`src/logic/link_init_pkg.sv`:
```
// Overview of operation
// Southbound runs 10 lanes or failover; northbound 14 lanes or failover.
// Southbound CRC is 22 bits full, 10 bits in failover.
// Northbound CRC is 24 bits full (12 per packet), 12 in failover.
// A software start runs the whole bring-up in hardware without stepping.
// Software pulses the FIFO re-center bit 0, 1, 0 before transmitting.
// Disable drives electrical idle for at least 51 frames before calibrate.
// Calibrate exceeds twice 42 and at least 480K frames; then idle 51.
// Training sends pattern 0 until last ID returns on 13 of 14 lanes.
// Testing sends header, runs the self-test engine, then the trailer.
// Leaving testing needs last ID, 9 southbound and 13 northbound lanes.
// Polling sends pattern 2 until echoed and measures round-trip delay.
// A buffer that fails merging sets its status bit for software.
// Config sends pattern 3 with lane setup until echoed correctly.
// Active starts with four NOP frames before commands are accepted.
// Self-test patterns go to a target buffer and loop back for checking.
// Software sets pattern count times 12 above minimum time plus 240.
// Receive engine first; transmit start runs all stages, logging errors.
// No management traffic for 2 ms after buffer reset release.
// Wait 200 microseconds after next link frequency write.
// Pending buffer settings become current before training begins.
// DRAM command: address, then command with bit 31; poll its clear.
// Disable puts DRAMs in self-refresh; host refreshes once active.
// Each stage has its own code; writing one changes the pattern at once.
package link_init_pkg;
  ////////////////////////////////////////////////////////////////////////////////
  localparam logic [7:0] ADDR_CTRL = 8'h00;
  localparam logic [7:0] ADDR_STATE = 8'h04;
  localparam logic [7:0] ADDR_STATUS = 8'h08;
  localparam logic [7:0] ADDR_LANE = 8'h0C;
  localparam logic [7:0] ADDR_SELFTEST = 8'h10;
  localparam logic [7:0] ADDR_RTT = 8'h14;
  localparam logic [7:0] ADDR_MINTIME = 8'h18;
  localparam int CTRL_START = 0;
  localparam int CTRL_SB_FO = 1;
  localparam int CTRL_NB_FO = 2;
  localparam int CTRL_RECENTER = 3;
  localparam int CTRL_LANE_LSB = 4;
  localparam int CTRL_ID_LSB = 8;
  localparam int ST_RX_START = 0;
  localparam int ST_TX_START = 1;
  localparam int ST_CNT_LSB = 8;
  localparam int ST_ERR = 16;
  localparam int ST_DONE = 17;
  localparam logic [10:0] CTRL_RESET = 11'h700;
  localparam logic [7:0] CNT_RESET = 8'h40;
  localparam logic [15:0] MINTIME_RESET = 16'h0000;
  ////////////////////////////////////////////////////////////////////////////////
  localparam int SB_LANES = 10;
  localparam int NB_LANES = 14;
  localparam logic [4:0] SB_CRC_FULL = 5'd22;
  localparam logic [4:0] SB_CRC_FO = 5'd10;
  localparam logic [4:0] NB_CRC_FULL = 5'd24;
  localparam logic [4:0] NB_CRC_FO = 5'd12;
  localparam logic [3:0] MIN_NB_LANES = 4'd13;
  localparam logic [3:0] MIN_SB_LANES = 4'd9;
  localparam logic [19:0] T_DISABLE_FRAMES = 20'd51;
  localparam logic [19:0] T_CLKTRAIN_FRAMES = 20'd42;
  localparam logic [19:0] NOP_FRAMES = 20'd4;
  ////////////////////////////////////////////////////////////////////////////////
  typedef enum logic [2:0] {
    CODE_DISABLE = 3'h0, CODE_CALIB = 3'h1, CODE_TRAIN = 3'h2, CODE_TEST = 3'h3,
    CODE_POLL = 3'h4, CODE_CONFIG = 3'h5, CODE_ACTIVE = 3'h6
  } link_code_t;
  typedef enum logic [3:0] {
    PAT_IDLE = 4'h0, PAT_CALIB = 4'h1, PAT_TS0 = 4'h2, PAT_TS1_HDR = 4'h3,
    PAT_BIST = 4'h4, PAT_TS1_TRL = 4'h5, PAT_TS1 = 4'h6, PAT_TS2 = 4'h7,
    PAT_TS3 = 4'h8, PAT_NOP = 4'h9, PAT_CMD = 4'hA
  } pattern_t;
endpackage

```
`src/logic/buffered_link_init.sv`:
```
`timescale 1ns/100ps
module buffered_link_init import link_init_pkg::*; #(
  parameter int          FRAME_CYCLES = 12,
  parameter logic [19:0] CALIB_FRAMES = 20'd480000,
  parameter logic [3:0]  GOOD_FRAMES  = 4'd4
) (
  input  wire logic        clk_sys,
  input  wire logic        rst_b,
  input  wire logic        psel,
  input  wire logic        penable,
  input  wire logic        pwrite,
  input  wire logic [7:0]  paddr,
  input  wire logic [31:0] pwdata,
  output logic [31:0]      prdata,
  output logic             pready,
  output logic             pslverr,
  output pattern_t         sb_pattern,
  output logic             sb_elec_idle,
  output logic [2:0]       sb_target_id,
  output logic             sb_failover,
  output logic             nb_failover,
  output logic [3:0]       failover_lane,
  output logic [4:0]       sb_crc_bits,
  output logic [4:0]       nb_crc_bits,
  input  wire logic [13:0] nb_lane_ok,
  input  wire logic [3:0]  nb_pattern,
  input  wire logic [2:0]  nb_id,
  output logic             tx_fifo_recenter_bit,
  output logic             selftest_rx_en,
  output logic             selftest_run,
  output logic [7:0]       sb_train_pattern_count,
  output logic [15:0]      train_min_time,
  input  wire logic        selftest_done,
  input  wire logic        selftest_err,
  input  wire logic [9:0]  selftest_sb_lane_ok,
  output logic             cmd_ready,
  output logic             refresh_enable
);
  typedef enum logic [3:0] {
    ST_DISABLE, ST_CALIB, ST_IDLE2, ST_TRAIN, ST_TEST_HDR, ST_TEST_BIST,
    ST_TEST_TRL, ST_TEST_CHK, ST_POLL, ST_CONFIG, ST_NOP, ST_ACTIVE
  } state_t;

  // Population count, shared by the lane checks on both directions.
  function automatic logic [3:0] ones(input logic [13:0] v);
    logic [3:0] n;
    n = 4'h0;
    for (int i = 0; i < 14; i++) begin
      n = n + {3'h0, v[i]};
    end
    return n;
  endfunction

  function automatic link_code_t code_of(input state_t s);
    unique case (s)
      ST_DISABLE, ST_IDLE2: return CODE_DISABLE;
      ST_CALIB: return CODE_CALIB;
      ST_TRAIN: return CODE_TRAIN;
      ST_TEST_HDR, ST_TEST_BIST, ST_TEST_TRL, ST_TEST_CHK: return CODE_TEST;
      ST_POLL: return CODE_POLL;
      ST_CONFIG: return CODE_CONFIG;
      ST_NOP, ST_ACTIVE: return CODE_ACTIVE;
    endcase
  endfunction

  function automatic pattern_t pat_of(input state_t s);
    unique case (s)
      ST_DISABLE, ST_IDLE2: return PAT_IDLE;
      ST_CALIB: return PAT_CALIB;
      ST_TRAIN: return PAT_TS0;
      ST_TEST_HDR: return PAT_TS1_HDR;
      ST_TEST_BIST: return PAT_BIST;
      ST_TEST_TRL: return PAT_TS1_TRL;
      ST_TEST_CHK: return PAT_TS1;
      ST_POLL: return PAT_TS2;
      ST_CONFIG: return PAT_TS3;
      ST_NOP: return PAT_NOP;
      ST_ACTIVE: return PAT_CMD;
    endcase
  endfunction

  function automatic logic addr_ok(input logic [7:0] a);
    return a == ADDR_CTRL || a == ADDR_STATE || a == ADDR_STATUS || a == ADDR_LANE ||
           a == ADDR_SELFTEST || a == ADDR_RTT || a == ADDR_MINTIME;
  endfunction

  ////////////////////////////////////////////////////////////////////////////////
  // Northbound pins come from the link receivers, so each passes two flops first.
  logic [13:0] ok_m, ok_s;
  logic [3:0]  pat_m, pat_s;
  logic [2:0]  id_m, id_s;
  always_ff @(posedge clk_sys) begin
    if (!rst_b) begin
      ok_m  <= '0;
      ok_s  <= '0;
      pat_m <= '0;
      pat_s <= '0;
      id_m  <= '0;
      id_s  <= '0;
    end else begin
      ok_m  <= nb_lane_ok;
      ok_s  <= ok_m;
      pat_m <= nb_pattern;
      pat_s <= pat_m;
      id_m  <= nb_id;
      id_s  <= id_m;
    end
  end

  ////////////////////////////////////////////////////////////////////////////////
  // APB register file; read data is caught in the setup cycle, so no wait states.
  logic [10:0] ctrl, next_ctrl;
  logic        rx_start, next_rx_start;
  logic [7:0]  tcount, next_tcount;
  logic        st_err, next_st_err, st_done, next_st_done;
  logic [3:0]  lane_sel, next_lane_sel;
  logic [15:0] mintime, next_mintime;
  logic [31:0] next_prdata;
  logic        wr, start_req, wr_state, bist_req;
  state_t      state;
  logic        auto_run, rtt_valid;
  logic [15:0] rtt_cnt;
  logic [7:0]  lane_cnt [14];

  always_comb begin
    wr            = psel && penable && pwrite;
    next_ctrl     = ctrl;
    next_rx_start = rx_start;
    next_tcount   = tcount;
    next_lane_sel = lane_sel;
    next_mintime  = mintime;
    next_prdata   = prdata;
    // Hardware set wins over a software clear in the same cycle.
    next_st_err   = st_err | (selftest_run & selftest_err);
    next_st_done  = st_done | (selftest_run & selftest_done);
    bist_req      = wr && paddr == ADDR_SELFTEST && pwdata[ST_TX_START] && rx_start;
    start_req     = (wr && paddr == ADDR_CTRL && pwdata[CTRL_START]) || bist_req;
    wr_state      = wr && paddr == ADDR_STATE && pwdata[2:0] <= CODE_ACTIVE;
    if (wr) begin
      unique case (paddr)
        ADDR_CTRL: next_ctrl = {pwdata[10:1], 1'b0};
        ADDR_LANE: next_lane_sel = pwdata[3:0];
        ADDR_MINTIME: next_mintime = pwdata[15:0];
        ADDR_SELFTEST: begin
          next_rx_start = pwdata[ST_RX_START];
          next_tcount   = pwdata[ST_CNT_LSB +: 8];
          if (pwdata[ST_ERR] && !(selftest_run & selftest_err)) begin
            next_st_err = 1'b0;
          end
          if (pwdata[ST_DONE] && !(selftest_run & selftest_done)) begin
            next_st_done = 1'b0;
          end
        end
        default: ;
      endcase
    end
    if (psel && !penable && !pwrite) begin
      unique case (paddr)
        ADDR_CTRL: next_prdata = {21'h0, ctrl};
        ADDR_STATE: next_prdata = {29'h0, code_of(state)};
        ADDR_STATUS: next_prdata = {12'h0, ones(ok_s), 8'h0, 2'h0, rtt_valid,
                                    state == ST_ACTIVE, auto_run, code_of(state)};
        // Selects past the last lane have no counter and read a zero count.
        ADDR_LANE: next_prdata = {16'h0, (lane_sel < 4'(NB_LANES) ? lane_cnt[lane_sel] : 8'h00),
                                  4'h0, lane_sel};
        ADDR_SELFTEST: next_prdata = {14'h0, st_done, st_err, tcount, 7'h0, rx_start};
        ADDR_RTT: next_prdata = {16'h0, rtt_cnt};
        ADDR_MINTIME: next_prdata = {16'h0, mintime};
        default: next_prdata = 32'h0000_0000;
      endcase
    end
  end

  always_ff @(posedge clk_sys) begin
    if (!rst_b) begin
      ctrl     <= CTRL_RESET;
      rx_start <= 1'b0;
      tcount   <= CNT_RESET;
      st_err   <= 1'b0;
      st_done  <= 1'b0;
      lane_sel <= 4'h0;
      mintime  <= MINTIME_RESET;
      prdata   <= 32'h0000_0000;
    end else begin
      ctrl     <= next_ctrl;
      rx_start <= next_rx_start;
      tcount   <= next_tcount;
      st_err   <= next_st_err;
      st_done  <= next_st_done;
      lane_sel <= next_lane_sel;
      mintime  <= next_mintime;
      prdata   <= next_prdata;
    end
  end

  assign pready  = 1'b1;
  assign pslverr = psel && penable && !addr_ok(paddr);

  ////////////////////////////////////////////////////////////////////////////////
  // Lane setup and CRC widths follow the failover choice in the control word.
  assign tx_fifo_recenter_bit   = ctrl[CTRL_RECENTER];
  assign sb_failover            = ctrl[CTRL_SB_FO];
  assign nb_failover            = ctrl[CTRL_NB_FO];
  assign failover_lane          = ctrl[CTRL_LANE_LSB +: 4];
  assign sb_target_id           = ctrl[CTRL_ID_LSB +: 3];
  assign sb_crc_bits            = sb_failover ? SB_CRC_FO : SB_CRC_FULL;
  assign nb_crc_bits            = nb_failover ? NB_CRC_FO : NB_CRC_FULL;
  assign selftest_rx_en         = rx_start;
  assign sb_train_pattern_count = tcount;
  assign train_min_time         = mintime;

  ////////////////////////////////////////////////////////////////////////////////
  // Bring-up sequencer; stage timers count whole frames, not clock cycles.
  localparam int FW = $clog2(FRAME_CYCLES);
  localparam logic [FW-1:0] FRAME_LAST = FW'(FRAME_CYCLES - 1);
  logic [FW-1:0] frame, next_frame;
  logic [19:0]   timer, next_timer;
  logic [3:0]    good_run, next_good;
  state_t        cand, next_state;
  logic          next_auto, bist_en, next_bist, next_rtt_valid, next_idle;
  logic          tick, nb_good, rx_ok;
  logic [15:0]   next_rtt;
  pattern_t      next_pattern;
  logic [7:0]    next_lane_cnt [14];

  always_comb begin
    tick           = frame == FRAME_LAST;
    nb_good        = ones(ok_s) >= MIN_NB_LANES && id_s == sb_target_id;
    rx_ok          = nb_good && pat_s == sb_pattern;
    next_frame     = tick ? '0 : frame + 1'b1;
    next_timer     = tick ? timer + 20'h1 : timer;
    next_good      = good_run;
    next_auto      = auto_run;
    next_bist      = bist_en;
    next_rtt       = rtt_cnt;
    next_rtt_valid = rtt_valid;
    next_lane_cnt  = lane_cnt;
    if (tick) begin
      next_good = !rx_ok ? 4'h0 : (good_run == 4'hF ? good_run : good_run + 4'h1);
    end
    cand = state;
    unique case (state)
      ST_DISABLE: if (tick && timer + 20'h1 >= T_DISABLE_FRAMES) cand = ST_CALIB;
      ST_CALIB: if (tick && timer + 20'h1 >= CALIB_FRAMES) cand = ST_IDLE2;
      ST_IDLE2: if (tick && timer + 20'h1 >= T_DISABLE_FRAMES) cand = ST_TRAIN;
      ST_TRAIN: if (tick && rx_ok && good_run + 4'h1 >= GOOD_FRAMES) cand = ST_TEST_HDR;
      ST_TEST_HDR: if (tick) cand = bist_en ? ST_TEST_BIST : ST_TEST_TRL;
      ST_TEST_BIST: if (selftest_done) cand = ST_TEST_TRL;
      ST_TEST_TRL: if (tick) cand = ST_TEST_CHK;
      ST_TEST_CHK: begin
        if (tick && rx_ok && ones({4'h0, selftest_sb_lane_ok}) >= MIN_SB_LANES &&
            good_run + 4'h1 >= GOOD_FRAMES) cand = ST_POLL;
      end
      ST_POLL: if (tick && rx_ok && good_run + 4'h1 >= GOOD_FRAMES) cand = ST_CONFIG;
      ST_CONFIG: if (tick && rx_ok && good_run + 4'h1 >= GOOD_FRAMES) cand = ST_NOP;
      ST_NOP: if (tick && timer + 20'h1 >= NOP_FRAMES) cand = ST_ACTIVE;
      ST_ACTIVE: cand = ST_ACTIVE;
    endcase
    // Under manual control only the steps inside one stage code may advance.
    if (!auto_run && code_of(cand) != code_of(state)) cand = state;
    if (start_req) begin
      cand      = ST_DISABLE;
      next_auto = 1'b1;
      next_bist = bist_req;
    end else if (wr_state) begin
      next_auto = 1'b0;
      unique case (pwdata[2:0])
        CODE_DISABLE: cand = ST_DISABLE;
        CODE_CALIB: cand = ST_CALIB;
        CODE_TRAIN: cand = ST_TRAIN;
        CODE_TEST: cand = ST_TEST_HDR;
        CODE_POLL: cand = ST_POLL;
        CODE_CONFIG: cand = ST_CONFIG;
        default: cand = ST_NOP;
      endcase
    end
    if (cand != state || start_req || wr_state) begin
      next_timer = '0;
      next_good  = '0;
      next_frame = '0;
    end
    // Round trip: cycles from polling entry to the first correct echo.
    if (state == ST_POLL && !rtt_valid) begin
      next_rtt       = rtt_cnt + 16'h1;
      next_rtt_valid = rx_ok;
    end
    if (cand == ST_POLL && state != ST_POLL) begin
      next_rtt       = '0;
      next_rtt_valid = 1'b0;
    end
    for (int i = 0; i < NB_LANES; i++) begin
      if (cand == ST_TRAIN && state != ST_TRAIN) begin
        next_lane_cnt[i] = 8'h00;
      end else if (state == ST_TRAIN && tick && ok_s[i] && pat_s == PAT_TS0 &&
                   id_s == sb_target_id && lane_cnt[i] != 8'hFF) begin
        next_lane_cnt[i] = lane_cnt[i] + 8'h01;
      end
    end
    next_state   = cand;
    next_pattern = pat_of(cand);
    next_idle    = pat_of(cand) == PAT_IDLE;
  end

  always_ff @(posedge clk_sys) begin
    if (!rst_b) begin
      state        <= ST_DISABLE;
      frame        <= '0;
      timer        <= '0;
      good_run     <= '0;
      auto_run     <= 1'b0;
      bist_en      <= 1'b0;
      rtt_cnt      <= '0;
      rtt_valid    <= 1'b0;
      sb_pattern   <= PAT_IDLE;
      sb_elec_idle <= 1'b1;
      for (int i = 0; i < NB_LANES; i++) lane_cnt[i] <= 8'h00;
    end else begin
      state        <= next_state;
      frame        <= next_frame;
      timer        <= next_timer;
      good_run     <= next_good;
      auto_run     <= next_auto;
      bist_en      <= next_bist;
      rtt_cnt      <= next_rtt;
      rtt_valid    <= next_rtt_valid;
      sb_pattern   <= next_pattern;
      sb_elec_idle <= next_idle;
      lane_cnt     <= next_lane_cnt;
    end
  end

  assign selftest_run   = state == ST_TEST_BIST;
  // Commands, DRAM command words included, wait until the NOP frames are out.
  assign cmd_ready      = state == ST_ACTIVE;
  assign refresh_enable = state == ST_ACTIVE;
endmodule // buffered_link_init

```
`config.mk`:
```
export PLATFORM = sky130hd
export DESIGN_NAME = buffered_link_init
export DESIGN_NICKNAME = d
export VERILOG_FILES = /design/src/logic/link_init_pkg.sv /design/src/logic/buffered_link_init.sv
export SDC_FILE = /design/constraint.sdc
export NUM_CORES = 1
export LEC_CHECK = 0
export ABC_CLOCK_PERIOD_IN_PS = 7600
export BUFFER_PORTS_ARGS = -buffer_cell sky130_fd_sc_hd__buf_2
export CORE_ASPECT_RATIO = 0.5
export CORE_MARGIN = 4
export CORE_UTILIZATION = 45
export CTS_CLUSTER_SIZE = 25
export DETAILED_ROUTE_END_ITERATION = 8
export HOLD_SLACK_MARGIN = 0.05
export PLACE_DENSITY = 0.67
export SLEW_MARGIN = 5
export SYNTH_ARGS = -nofsm -noshare
export SYNTH_HDL_FRONTEND = slang
export SYNTH_SLANG_ARGS = --single-unit
```
`constraint.sdc`:
```
create_clock -name clk_sys -period 7.6 [get_ports clk_sys]
set_input_delay 1.52 -clock clk_sys [delete_from_list [all_inputs] [get_ports clk_sys]]
set_output_delay 1.52 -clock clk_sys [all_outputs]
set_load 0.03 [all_outputs]
```
* Word level (Yosys, flattened, before mapping) *
Cells that the tools add are included.

storage, ports and cells
  flip-flop bits (word level) = 283
  latch bits = 0
  bits in writable memories = 0
  bits in read-only memories = 0
  bits of input ports = 78
  output and inout port bits = 87
  logic and storage cells = 321
  memories kept = 0

cells by class
  add/sub/neg operators = 40
  $mul = 0
  div/mod/pow operators = 0
  $lt $le $gt $ge = 9
  eq/ne operators = 68
  shifts and indexed selects = 0
  multiplexer cells = 37
  bitwise operators = 6
  reductions and logical operators = 123

operators by type and width
  operator                                                                 count
  20-bit case mux with 7 select lines                                      1
  8-bit by 1-bit adder with 8-bit output, second input constant            14
  8-bit inequality test, second input constant                             14
  1-bit logical AND                                                        84
  4-bit by 1-bit adder with 4-bit output                                   16
  4-bit two-way mux                                                        16
  4-bit equality test, second input constant                               14
  4-bit by 3-bit equality test with 1-bit output, second input constant    12
  4-bit case mux with 12 select lines                                      1
  4-bit case mux with 11 select lines                                      1
  3-bit case mux with 7 select lines                                       2
  8-bit binary-select mux with 4-bit select                                1
  4-bit by 2-bit equality test with 1-bit output, second input constant    7
  8-bit by 5-bit equality test with 1-bit output, second input constant    3
  8-bit two-way mux                                                        3
  4-bit case mux with 6 select lines                                       1
  20-bit by 1-bit adder with 20-bit output, second input constant          1
  20-bit by 19-bit >= comparator with 1-bit output, second input constant  1
  20-bit by 3-bit >= comparator with 1-bit output, second input constant   1
  20-bit by 6-bit >= comparator with 1-bit output, second input constant   1
  16-bit by 1-bit adder with 16-bit output, second input constant          1
  8-bit by 4-bit equality test with 1-bit output, second input constant    2
  4-bit zero test                                                          4
  2-bit OR reduction                                                       8
  other kinds (36)                                                         74

* Logic depth before layout (Yosys ltp) *
Gate-level depths: netlist of run 1.

  word-level depth = 33
  mapped depth = 26
  depth with buffers taken out = 23

* Least setup slack after synthesis of run 1 *
OpenSTA, ideal clock, no wires.

  path type = input -> register
  from = in selftest_sb_lane_ok[0]
  to = reg lane_cnt[88] (netlist name)
  arrival = 6988 ps
  data required time = 7484 ps
  setup slack = 497 ps
  stages on the path = 24
  path buffers = 3
  cell sequence = inv_1 fa_1 fa_1 fa_1 inv_1 ha_1 fa_1 nor2_1 a211oi_1 nor2b_1 o31ai_1 nor4b_1 o311ai_0 o2bb2ai_1 nand2_1 a41oi_1 o21ai_1 and2_1 buf_2 o311a_4 o41ai_4 buf_6 buf_4 nor2_1

on the way
  longest elaborated chain between the ends = 25

RTL lines
  item                                                     line                       text
  start, declared                                          buffered_link_init.sv:35   input wire logic [9:0] selftest_sb_lane_ok,
  1-bit by 1-bit adder with 2-bit output (*)               buffered_link_init.sv:49   n = n + {3'h0, v[i]};
  2-bit by 1-bit adder with 3-bit output (*)               buffered_link_init.sv:49
  3-bit by 1-bit adder with 4-bit output (*)               buffered_link_init.sv:49
  4-bit by 1-bit adder with 4-bit output (*) (6 in a row)  buffered_link_init.sv:49
  4-bit >= comparator (*)                                  buffered_link_init.sv:251  if (tick && rx_ok && ones({4'h0, selftest_sb_lane_ok}) >= MIN_SB_LANES &&
  1-bit logical AND (*) (2 in a row)                       buffered_link_init.sv:251
  4-bit two-way mux (*)                                    buffered_link_init.sv:251
  4-bit case mux with 12 select lines (*)                  buffered_link_init.sv:242  unique case (state)
  (+3 left out)                                            --
  3-bit inequality test                                    buffered_link_init.sv:260  if (!auto_run && code_of(cand) != code_of(state)) cand = state;
  1-bit logical AND                                        buffered_link_init.sv:260
  4-bit two-way mux (*)                                    buffered_link_init.sv:260
  4-bit two-way mux (*)                                    buffered_link_init.sv:265  end else if (wr_state) begin
  4-bit two-way mux (*)                                    buffered_link_init.sv:261  if (start_req) begin
  4-bit by 2-bit equality test with 1-bit output (*)       buffered_link_init.sv:292  if (cand == ST_TRAIN && state != ST_TRAIN) begin
  1-bit logical AND (*)                                    buffered_link_init.sv:292
  2-bit OR reduction (no line) (*)                         --
  end signal, assigned                                     buffered_link_init.sv:328  lane_cnt <= next_lane_cnt;
  end, declared                                            buffered_link_init.sv:123  logic [7:0] lane_cnt [14];

Every way passes the cells marked *; elsewhere a longest branch is shown, timed or not.
A chain may end at the register's enable or synchronous reset.

* Worst setup path in the final report of run 1 *
  from = reg ok_s[1]
  to = reg lane_cnt[59] (netlist name)

on the way
  longest elaborated chain between the ends = 32

RTL lines
  item                                                      line                       text
  start, declared                                           buffered_link_init.sv:89   logic [13:0] ok_m, ok_s;
  start signal, assigned                                    buffered_link_init.sv:102  ok_s <= ok_m;
  1-bit by 1-bit adder with 2-bit output (*)                buffered_link_init.sv:49
  2-bit by 1-bit adder with 3-bit output (*)                buffered_link_init.sv:49
  3-bit by 1-bit adder with 4-bit output (*)                buffered_link_init.sv:49
  4-bit by 1-bit adder with 4-bit output (*) (10 in a row)  buffered_link_init.sv:49
  4-bit >= comparator (*)                                   buffered_link_init.sv:228  nb_good = ones(ok_s) >= MIN_NB_LANES && id_s == sb_target_id;
  1-bit logical AND (*)                                     buffered_link_init.sv:228
  1-bit logical AND (*)                                     buffered_link_init.sv:229  rx_ok = nb_good && pat_s == sb_pattern;
  1-bit logical AND (*)                                     --
  (+7 left out)                                             --
  3-bit inequality test                                     buffered_link_init.sv:260
  1-bit logical AND                                         buffered_link_init.sv:260
  4-bit two-way mux (*)                                     buffered_link_init.sv:260
  4-bit two-way mux (*)                                     buffered_link_init.sv:265
  4-bit two-way mux (*)                                     buffered_link_init.sv:261
  4-bit by 2-bit equality test with 1-bit output (*)        buffered_link_init.sv:292
  1-bit logical AND (*)                                     buffered_link_init.sv:292
  2-bit OR reduction (no line) (*)                          --

Marks and branches as above.

==> results.py, run 1 <==
metrics = {
    "clocking": {
        "cts_setup_buffers": 0,
        "cts.sinks": 271,
        "clockBufferDepth": 3,
        "clkTransAtPathRegs_ns": 0.06,
        "cts_hold_buf": 0,
        "cts_buffers": 26,
        "cts_tree": "yes",
        "cts-root-buf": "clkbuf_16",
        "h-tree-depth": 1,
        "clkLatencyLatePin_ns": 0.57,
    },
    "run_status": {
        "status": "completed",
    },
    "timing": {
        "setup_viol": 0,
        "whs_ns": 0.4289,
        "fin_worst_skew_ns": 0.02484,
        "maxSlewViolCount": 0,
        "max_slew_margin_pct": 20.59,
        "finalHoldViolCount": 0,
        "rsz0062_at_grt": "false",
        "period_share_pct": 94.42,
        "finalSetupTns_ns": 0,
        "post-route-min-period_ns": 7.176,
        "worst_pin_slew_ns": 1.190,
        "clock.fmax_mhz": 139.4,
    },
    "cells_and_area": {
        "drive_above_1_share_pct": 14.34,
        "syn2layout_area_growth_pct": 12.22,
        "n_fill_cell": 2820,
        "num-nets-final": 1840,
        "antenna_cells": 0,
    },
    "detailed_routing": {
        "drt-initial-drc-count": 1075,
        "via_per_inst": 5.579,
        "routed_wirelength_um": 37100,
        "num_vias": 12051,
        "dr.pass1.iters": 7,
        "wl_per_cell_um": 17.17,
        "drc_errors": 0,
        "detail-route-antenna-nets": 0,
    },
    "critical_path": {
        "cp.arrival_ns": 7.64,
        "crit_required_ns": 8.06,
        "start_kind": "register",
        "critPathCaptureType": "register",
        "worstSetupPathType": "register to register",
        "crit_fanout": 15,
    },
    "pwr": {
        "p_per_area_nw_per_um2": 225.5,
        "p_leak_uw": 0.006037,
        "ir_drop_uv": 142.8,
    },
    "global_routing": {
        "top_usage_layer": "met2",
        "grt_max_degree": 72,
        "grt_util_met2_pct": 34.63,
        "gr-total-overflow": 0,
        "gr-usage-met1_pct": 27.71,
        "grt_pass1_wl_um": 59260,
        "grt_util_met3_pct": 3.301,
        "track_usage_pct": 20.61,
        "grt_pass1_vias": 11191,
        "antenna_found_initial": 2,
    },
    "synth": {
        "ys.flop_type": "dfxtp_1",
        "avgSynthCellArea_sq_um": 8.725,
        "synth_edf_count": 0,
        "ys_seq_area_share_pct": 37.94,
        "yosysUniqueCellTypes": 78,
        "async_flop_share_pct": 0,
        "yosysWarnings": 0,
        "synthCells": 1639,
        "ys_ff_latch": 271,
        "synth_area_leaders": "dfxtp_1, xor2_1, nor2_1",
        "synth_top_area_share_pct": 37.94,
        "yosysMostFrequentCell": "dfxtp_1",
        "yosys-top-cells-count": "dfxtp_1, nor2_1, nand2_1, xor2_1, clkbuf_1",
        "synth_top_cell_by_area": "dfxtp_1",
        "syn-cell-area_sq_um": 14300,
    },
    "floorplan": {
        "ioPinCount": 165,
        "initial_core_util_pct": 46.43,
        "dieArea_sq_um": 34870,
        "die_x_um": 260.1,
        "core_region_area_sq_um": 30800,
        "rows": 45,
        "die_h_um": 134.1,
    },
    "place": {
        "port_buffers": 132,
        "post-dp-hpwl_um": 27000,
        "routabilityCongestion": 0.8867,
    },
    "flow_run": {
        "drv_cap": 0,
    },
    "worst_hold_path": {
        "hold_path_class": "register to register",
    },
}
## through the flow
| step | power [uW] | util (%) | cell area, sq um | std cells | setup WS [ns] |
|---|---|---|---|---|---|
| after floorplan | 2078 | - | 14360 | 1655 | 0.4966 |
| after global placement | 2375 | 49.42 | 15220 | 2114 | 0.03759 |
| after detailed placement | 2385 | 49.42 | 15220 | 2114 | 0.03471 |
| after CTS | 3642 | 52.07 | 16040 | 2160 | 0.4667 |
| after global routing | 3792 | 52.11 | 16050 | 2160 | 0.03285 |
| final | 3619 | 52.11 | 16050 | 2160 | 0.4239 |
## sequential cells by signal (all words and copies together) (netlist names), 3 cells and up
name,cells
ctrl,10
id_s,3
pat_m,4
lane_cnt,112
sb_train_pattern_count,8
id_m,3
frame,4
ok_m,14
rtt_cnt,16
lane_sel,4
train_min_time,16
good_run,4
ok_s,14
prdata,20
timer,20
sb_pattern,4
pat_s,4
state,4
## worst paths after layout
check | slack [ns] | end | depth (start not counted) | from
setup reg to reg | 0.42 | lane_cnt[59]$_SDFFE_PP0P_ | 25 | ok_s[1]$_SDFF_PN0_
hold / removal | 0.43 | ok_s[8]$_SDFF_PN0_ | 1 | ok_m[8]$_SDFF_PN0_
setup / recovery | 0.42 | lane_cnt[59]$_SDFFE_PP0P_ | 25 | ok_s[1]$_SDFF_PN0_
hold reg to reg | 0.43 | ok_s[8]$_SDFF_PN0_ | 1 | ok_m[8]$_SDFF_PN0_
## final cells by class
class	instances	area [sq um]	share of cell area [%]
multi-input cells	1208	8123	50.62
flip-flops and latches	271	5426	33.81
repair buffers	160	958.4	5.972
clock buffers	39	749.5	4.670
well taps	423	529.3	3.298
inverters	52	195.2	1.216
clock inverters	7	66.31	0.4132
## placed cells by master (no fill, tap or decap), drive strengths merged, types with 32 or more instances in the layout
cell | Yosys | final
and3 | 46 | 46
nand3 | 57 | 57
xnor2 | 45 | 45
dfxtp | 271 | 271
clkbuf | 66 | 39
buf | 58 | 160
nand4 | 63 | 63
inv | 52 | 53
a211oi | 32 | 32
nand2 | 168 | 168
o21ai | 35 | 35
nor2 | 200 | 200
a21oi | 59 | 59
xor2 | 102 | 102
and2 | 59 | 59
mux2i | 36 | 36
## power breakdown
part | internal, uW | total (uW) | switching, uW
clock network | 685 | 1250 | 568
logic | 356 | 867 | 511
registers | 1460 | 1500 | 40.4
## layer usage
metal / share of wire, % / wire, um
met2: 47 / 17490
met5: 0.043 / 16
met3: 5.0 / 1866
met4: 3.0 / 1099
met1: 45 / 16630
## repair_timing
action	in CTS	in global routing
endpoints found under the hold margin	0	0
gates resized for setup	0	2
setup endpoints to repair	0	59
## logic make-up (layout without fill, tap and decap cells)
family	count (synthesis)	after routing	share of synthesized area, %
other	2	18	0.05252
adders and majority gates	43	43	4.550
buffers and inverters	176	258	5.757
and+or+nand+nor	681	681	23.41
muxes	68	68	6.930
DFF	271	271	37.94
xor gates and xnor gates	147	147	9.003
AOI/OAI and AO/OA	251	251	12.36
## critical path, cell delays in order (launching register included)
cell      delay (ns)
dfxtp_1         0.37
inv_1           0.07
fa_1            0.49
fa_1            0.55
fa_1            0.43
fa_1            0.49
inv_1           0.04
ha_1            0.19
fa_1            0.38
xnor2_1         0.17
nor4_1          0.35
nand4_1         0.27
buf_4           0.24
o211ai_1        0.19
a31oi_1         0.13
a211oi_1        0.38
nand4_1         0.14
or4_1           0.43
o211ai_1        0.12
a31oi_2         0.11
and2_1          0.26
o311a_4         0.39
o41ai_4         0.37
buf_12          0.22
buf_4           0.19
nor2_1          0.06
Note: power is estimated with default switching activity, not from simulation.
==> run 2: changes to the inputs <==
Settings changed: PLACE_DENSITY 0.67 to default, PLACE_DENSITY_LB_ADDON from default to 0.12.
==> run 2 against run 1 <==
Effect of this change: die area stayed put; non-clock buffer count fell by 7; routed wire length is 5.1% higher; core utilization rose by 0.27 points; fmax up 0.27%; worst setup slack improved by 0.019 ns; combinational power is 5.8% lower; largest cell class unchanged.
==> results.py, run 2 (same netlist as run 1, synthesis figures left out) <==
metrics = {
    "clocking": {
        "cts-root-buf": "clkbuf_16",
        "cts.sinks": 271,
        "clkTransAtPathRegs_ns": 0.07,
        "cts_setup_buffers": 0,
        "cts_buffers": 26,
        "clockBufferDepth": 3,
        "clkLatencyLatePin_ns": 0.55,
        "cts_tree": "yes",
        "cts_resized": 0,
        "h-tree-depth": 1,
        "cts_hold_buf": 0,
    },
    "detailed_routing": {
        "wl_per_cell_um": 18.08,
        "dr.pass1.iters": 5,
        "detail-route-antenna-nets": 0,
        "num_vias": 12212,
        "drt-initial-drc-count": 931,
        "via_per_inst": 5.664,
        "drc_errors": 0,
        "routed_wirelength_um": 38990,
    },
    "pwr": {
        "p_int_uw": 2622,
        "p_sw_uw": 1145,
        "combPwrFrac_pct": 21.7,
        "p_per_area_nw_per_um2": 233.5,
        "p_clk_share_pct": 38.5,
        "power.total_uw": 3766,
        "ir_drop_uv": 190.4,
        "swShare_pct": 30.39,
        "seq_power_share_pct": 39.8,
        "p_leak_uw": 0.006059,
    },
    "place": {
        "dp.cells": 2107,
        "port_buffers": 132,
        "post-dp-hpwl_um": 28830,
        "routabilityCongestion": 0.8710,
        "dp_slack_ns": -0.03420,
    },
    "global_routing": {
        "grt_pass1_vias": 11750,
        "antenna_found_initial": 1,
        "track_usage_pct": 21.71,
        "grt_pass1_wl_um": 62180,
        "gr-total-overflow": 0,
        "grt_max_degree": 72,
    },
    "timing": {
        "finalHoldViolCount": 0,
        "whs_ns": 0.4324,
        "max_slew_margin_pct": 16.56,
        "setup_viol": 0,
        "fin_worst_skew_ns": 0.009710,
        "maxSlewViolCount": 0,
        "period_share_pct": 94.17,
        "rsz0062_at_grt": "false",
        "post-route-min-period_ns": 7.157,
        "clock.fmax_mhz": 139.7,
        "worst_pin_slew_ns": 1.252,
        "fin_ws_ns": 0.4432,
    },
    "critical_path": {
        "critPathCaptureType": "register",
        "crit_top_cell": "fa_1",
        "critPathMaxStageDelay_ns": 0.57,
        "worstSetupPathType": "register to register",
        "cp.buffers_inverters": 5,
        "crit_required_ns": 8.04,
        "crit_slowest_cell": "fa_1",
        "cp.arrival_ns": 7.59,
        "crit_fanout": 32,
        "start_kind": "register",
        "cpLargestDelayFamily": "adder cells",
    },
    "floorplan": {
        "dieArea_sq_um": 34870,
        "ioPinCount": 165,
        "rows": 45,
        "core_region_area_sq_um": 30800,
        "die_x_um": 260.1,
        "die_h_um": 134.1,
        "initial_core_util_pct": 46.43,
    },
    "cells_and_area": {
        "num-nets-final": 1833,
        "layout_commonest_cell": "dfxtp_1",
        "syn2layout_area_growth_pct": 12.80,
        "drive_above_1_share_pct": 14.67,
        "largestRegisters": "lane_cnt: 112 flops, prdata: 20 flops, timer: 20 flops",
        "mostFrequentLayoutCells": "dfxtp_1, nor2_1, nand2_1, buf_2, xor2_1",
        "largest_register_ffs": 112,
        "fin_cells": 2156,
        "final_core_utilization_pct": 52.37,
        "top_register": "lane_cnt",
    },
    "worst_hold_path": {
        "hold_path_class": "register to register",
    },
    "flow_run": {
        "drv_cap": 0,
    },
    "run_status": {
        "status": "completed",
    },
}
==> run 2: cell types whose count changed in the layout (fill, tap and decap cells not counted), moves of 2 or more <==
| cell | change |
|---|---|
| bufinv_16 | +6 |
| clkinvlp_4 | +3 |
| clkinv_4 | +2 |
| buf_12 | -2 |
| clkbuf_1 | -7 |
| buf_4 | -5 |
| clkbuf_8 | -4 |
==> run 2: layer usage <==
| layer | track usage [%] | share of wire, % | vias up | wire (um) |
|---|---|---|---|---|
| met5 | 0 | 0 | - | 0 |
| met4 | 6.460 | 3.0 | 0 | 1170 |
| met3 | 3.358 | 5.1 | 79 | 1997 |
| met2 | 36.99 | 48 | 336 | 18790 |
| met1 | 28.73 | 44 | 5909 | 17030 |
| li1 | - | - | 5888 | - |
==> run 2: power by group through the flow <==
stage               combinational, uW  clock, uW  sequential (uW)
floorplan                         546          0             1530
global placement                  777          0             1530
detailed placement                799          0             1530
CTS                               803       1490             1500
global route                      889       1550             1500
finish                            817       1450             1500
==> run 2: worst paths after layout <==
kind	depth (start not counted)	slack (ns)	endpoint	startpoint
worst max-delay path	25	0.44	lane_cnt[73]$_SDFFE_PP0P_	ok_s[0]$_SDFF_PN0_
worst min register to register	1	0.43	ok_s[5]$_SDFF_PN0_	ok_m[5]$_SDFF_PN0_
worst max register to register	25	0.44	lane_cnt[73]$_SDFFE_PP0P_	ok_s[0]$_SDFF_PN0_
worst min-delay path	1	0.43	ok_s[5]$_SDFF_PN0_	ok_m[5]$_SDFF_PN0_
==> run 2: layout make-up <==
type	count	area (sq um)
antenna	1	2.502
clock buffer	28	668.1
clock inverter	20	292.8
fill	2938	14670
inverter	52	195.2
multi-input combinational	1208	8135
sequential	271	5426
tap	423	529.3
timing repair buffer	153	880.8
==> run 2: per-stage QoR <==
step / TNS (ns) / cell area, sq um
5_1_grt: 0 / 16130
4_1_cts: 0 / 16100
3_3_place_gp: 0 / 15140
2_1_floorplan: 0 / 14360
6_report: 0 / 16130
3_5_place_dp: -1.146 / 15140
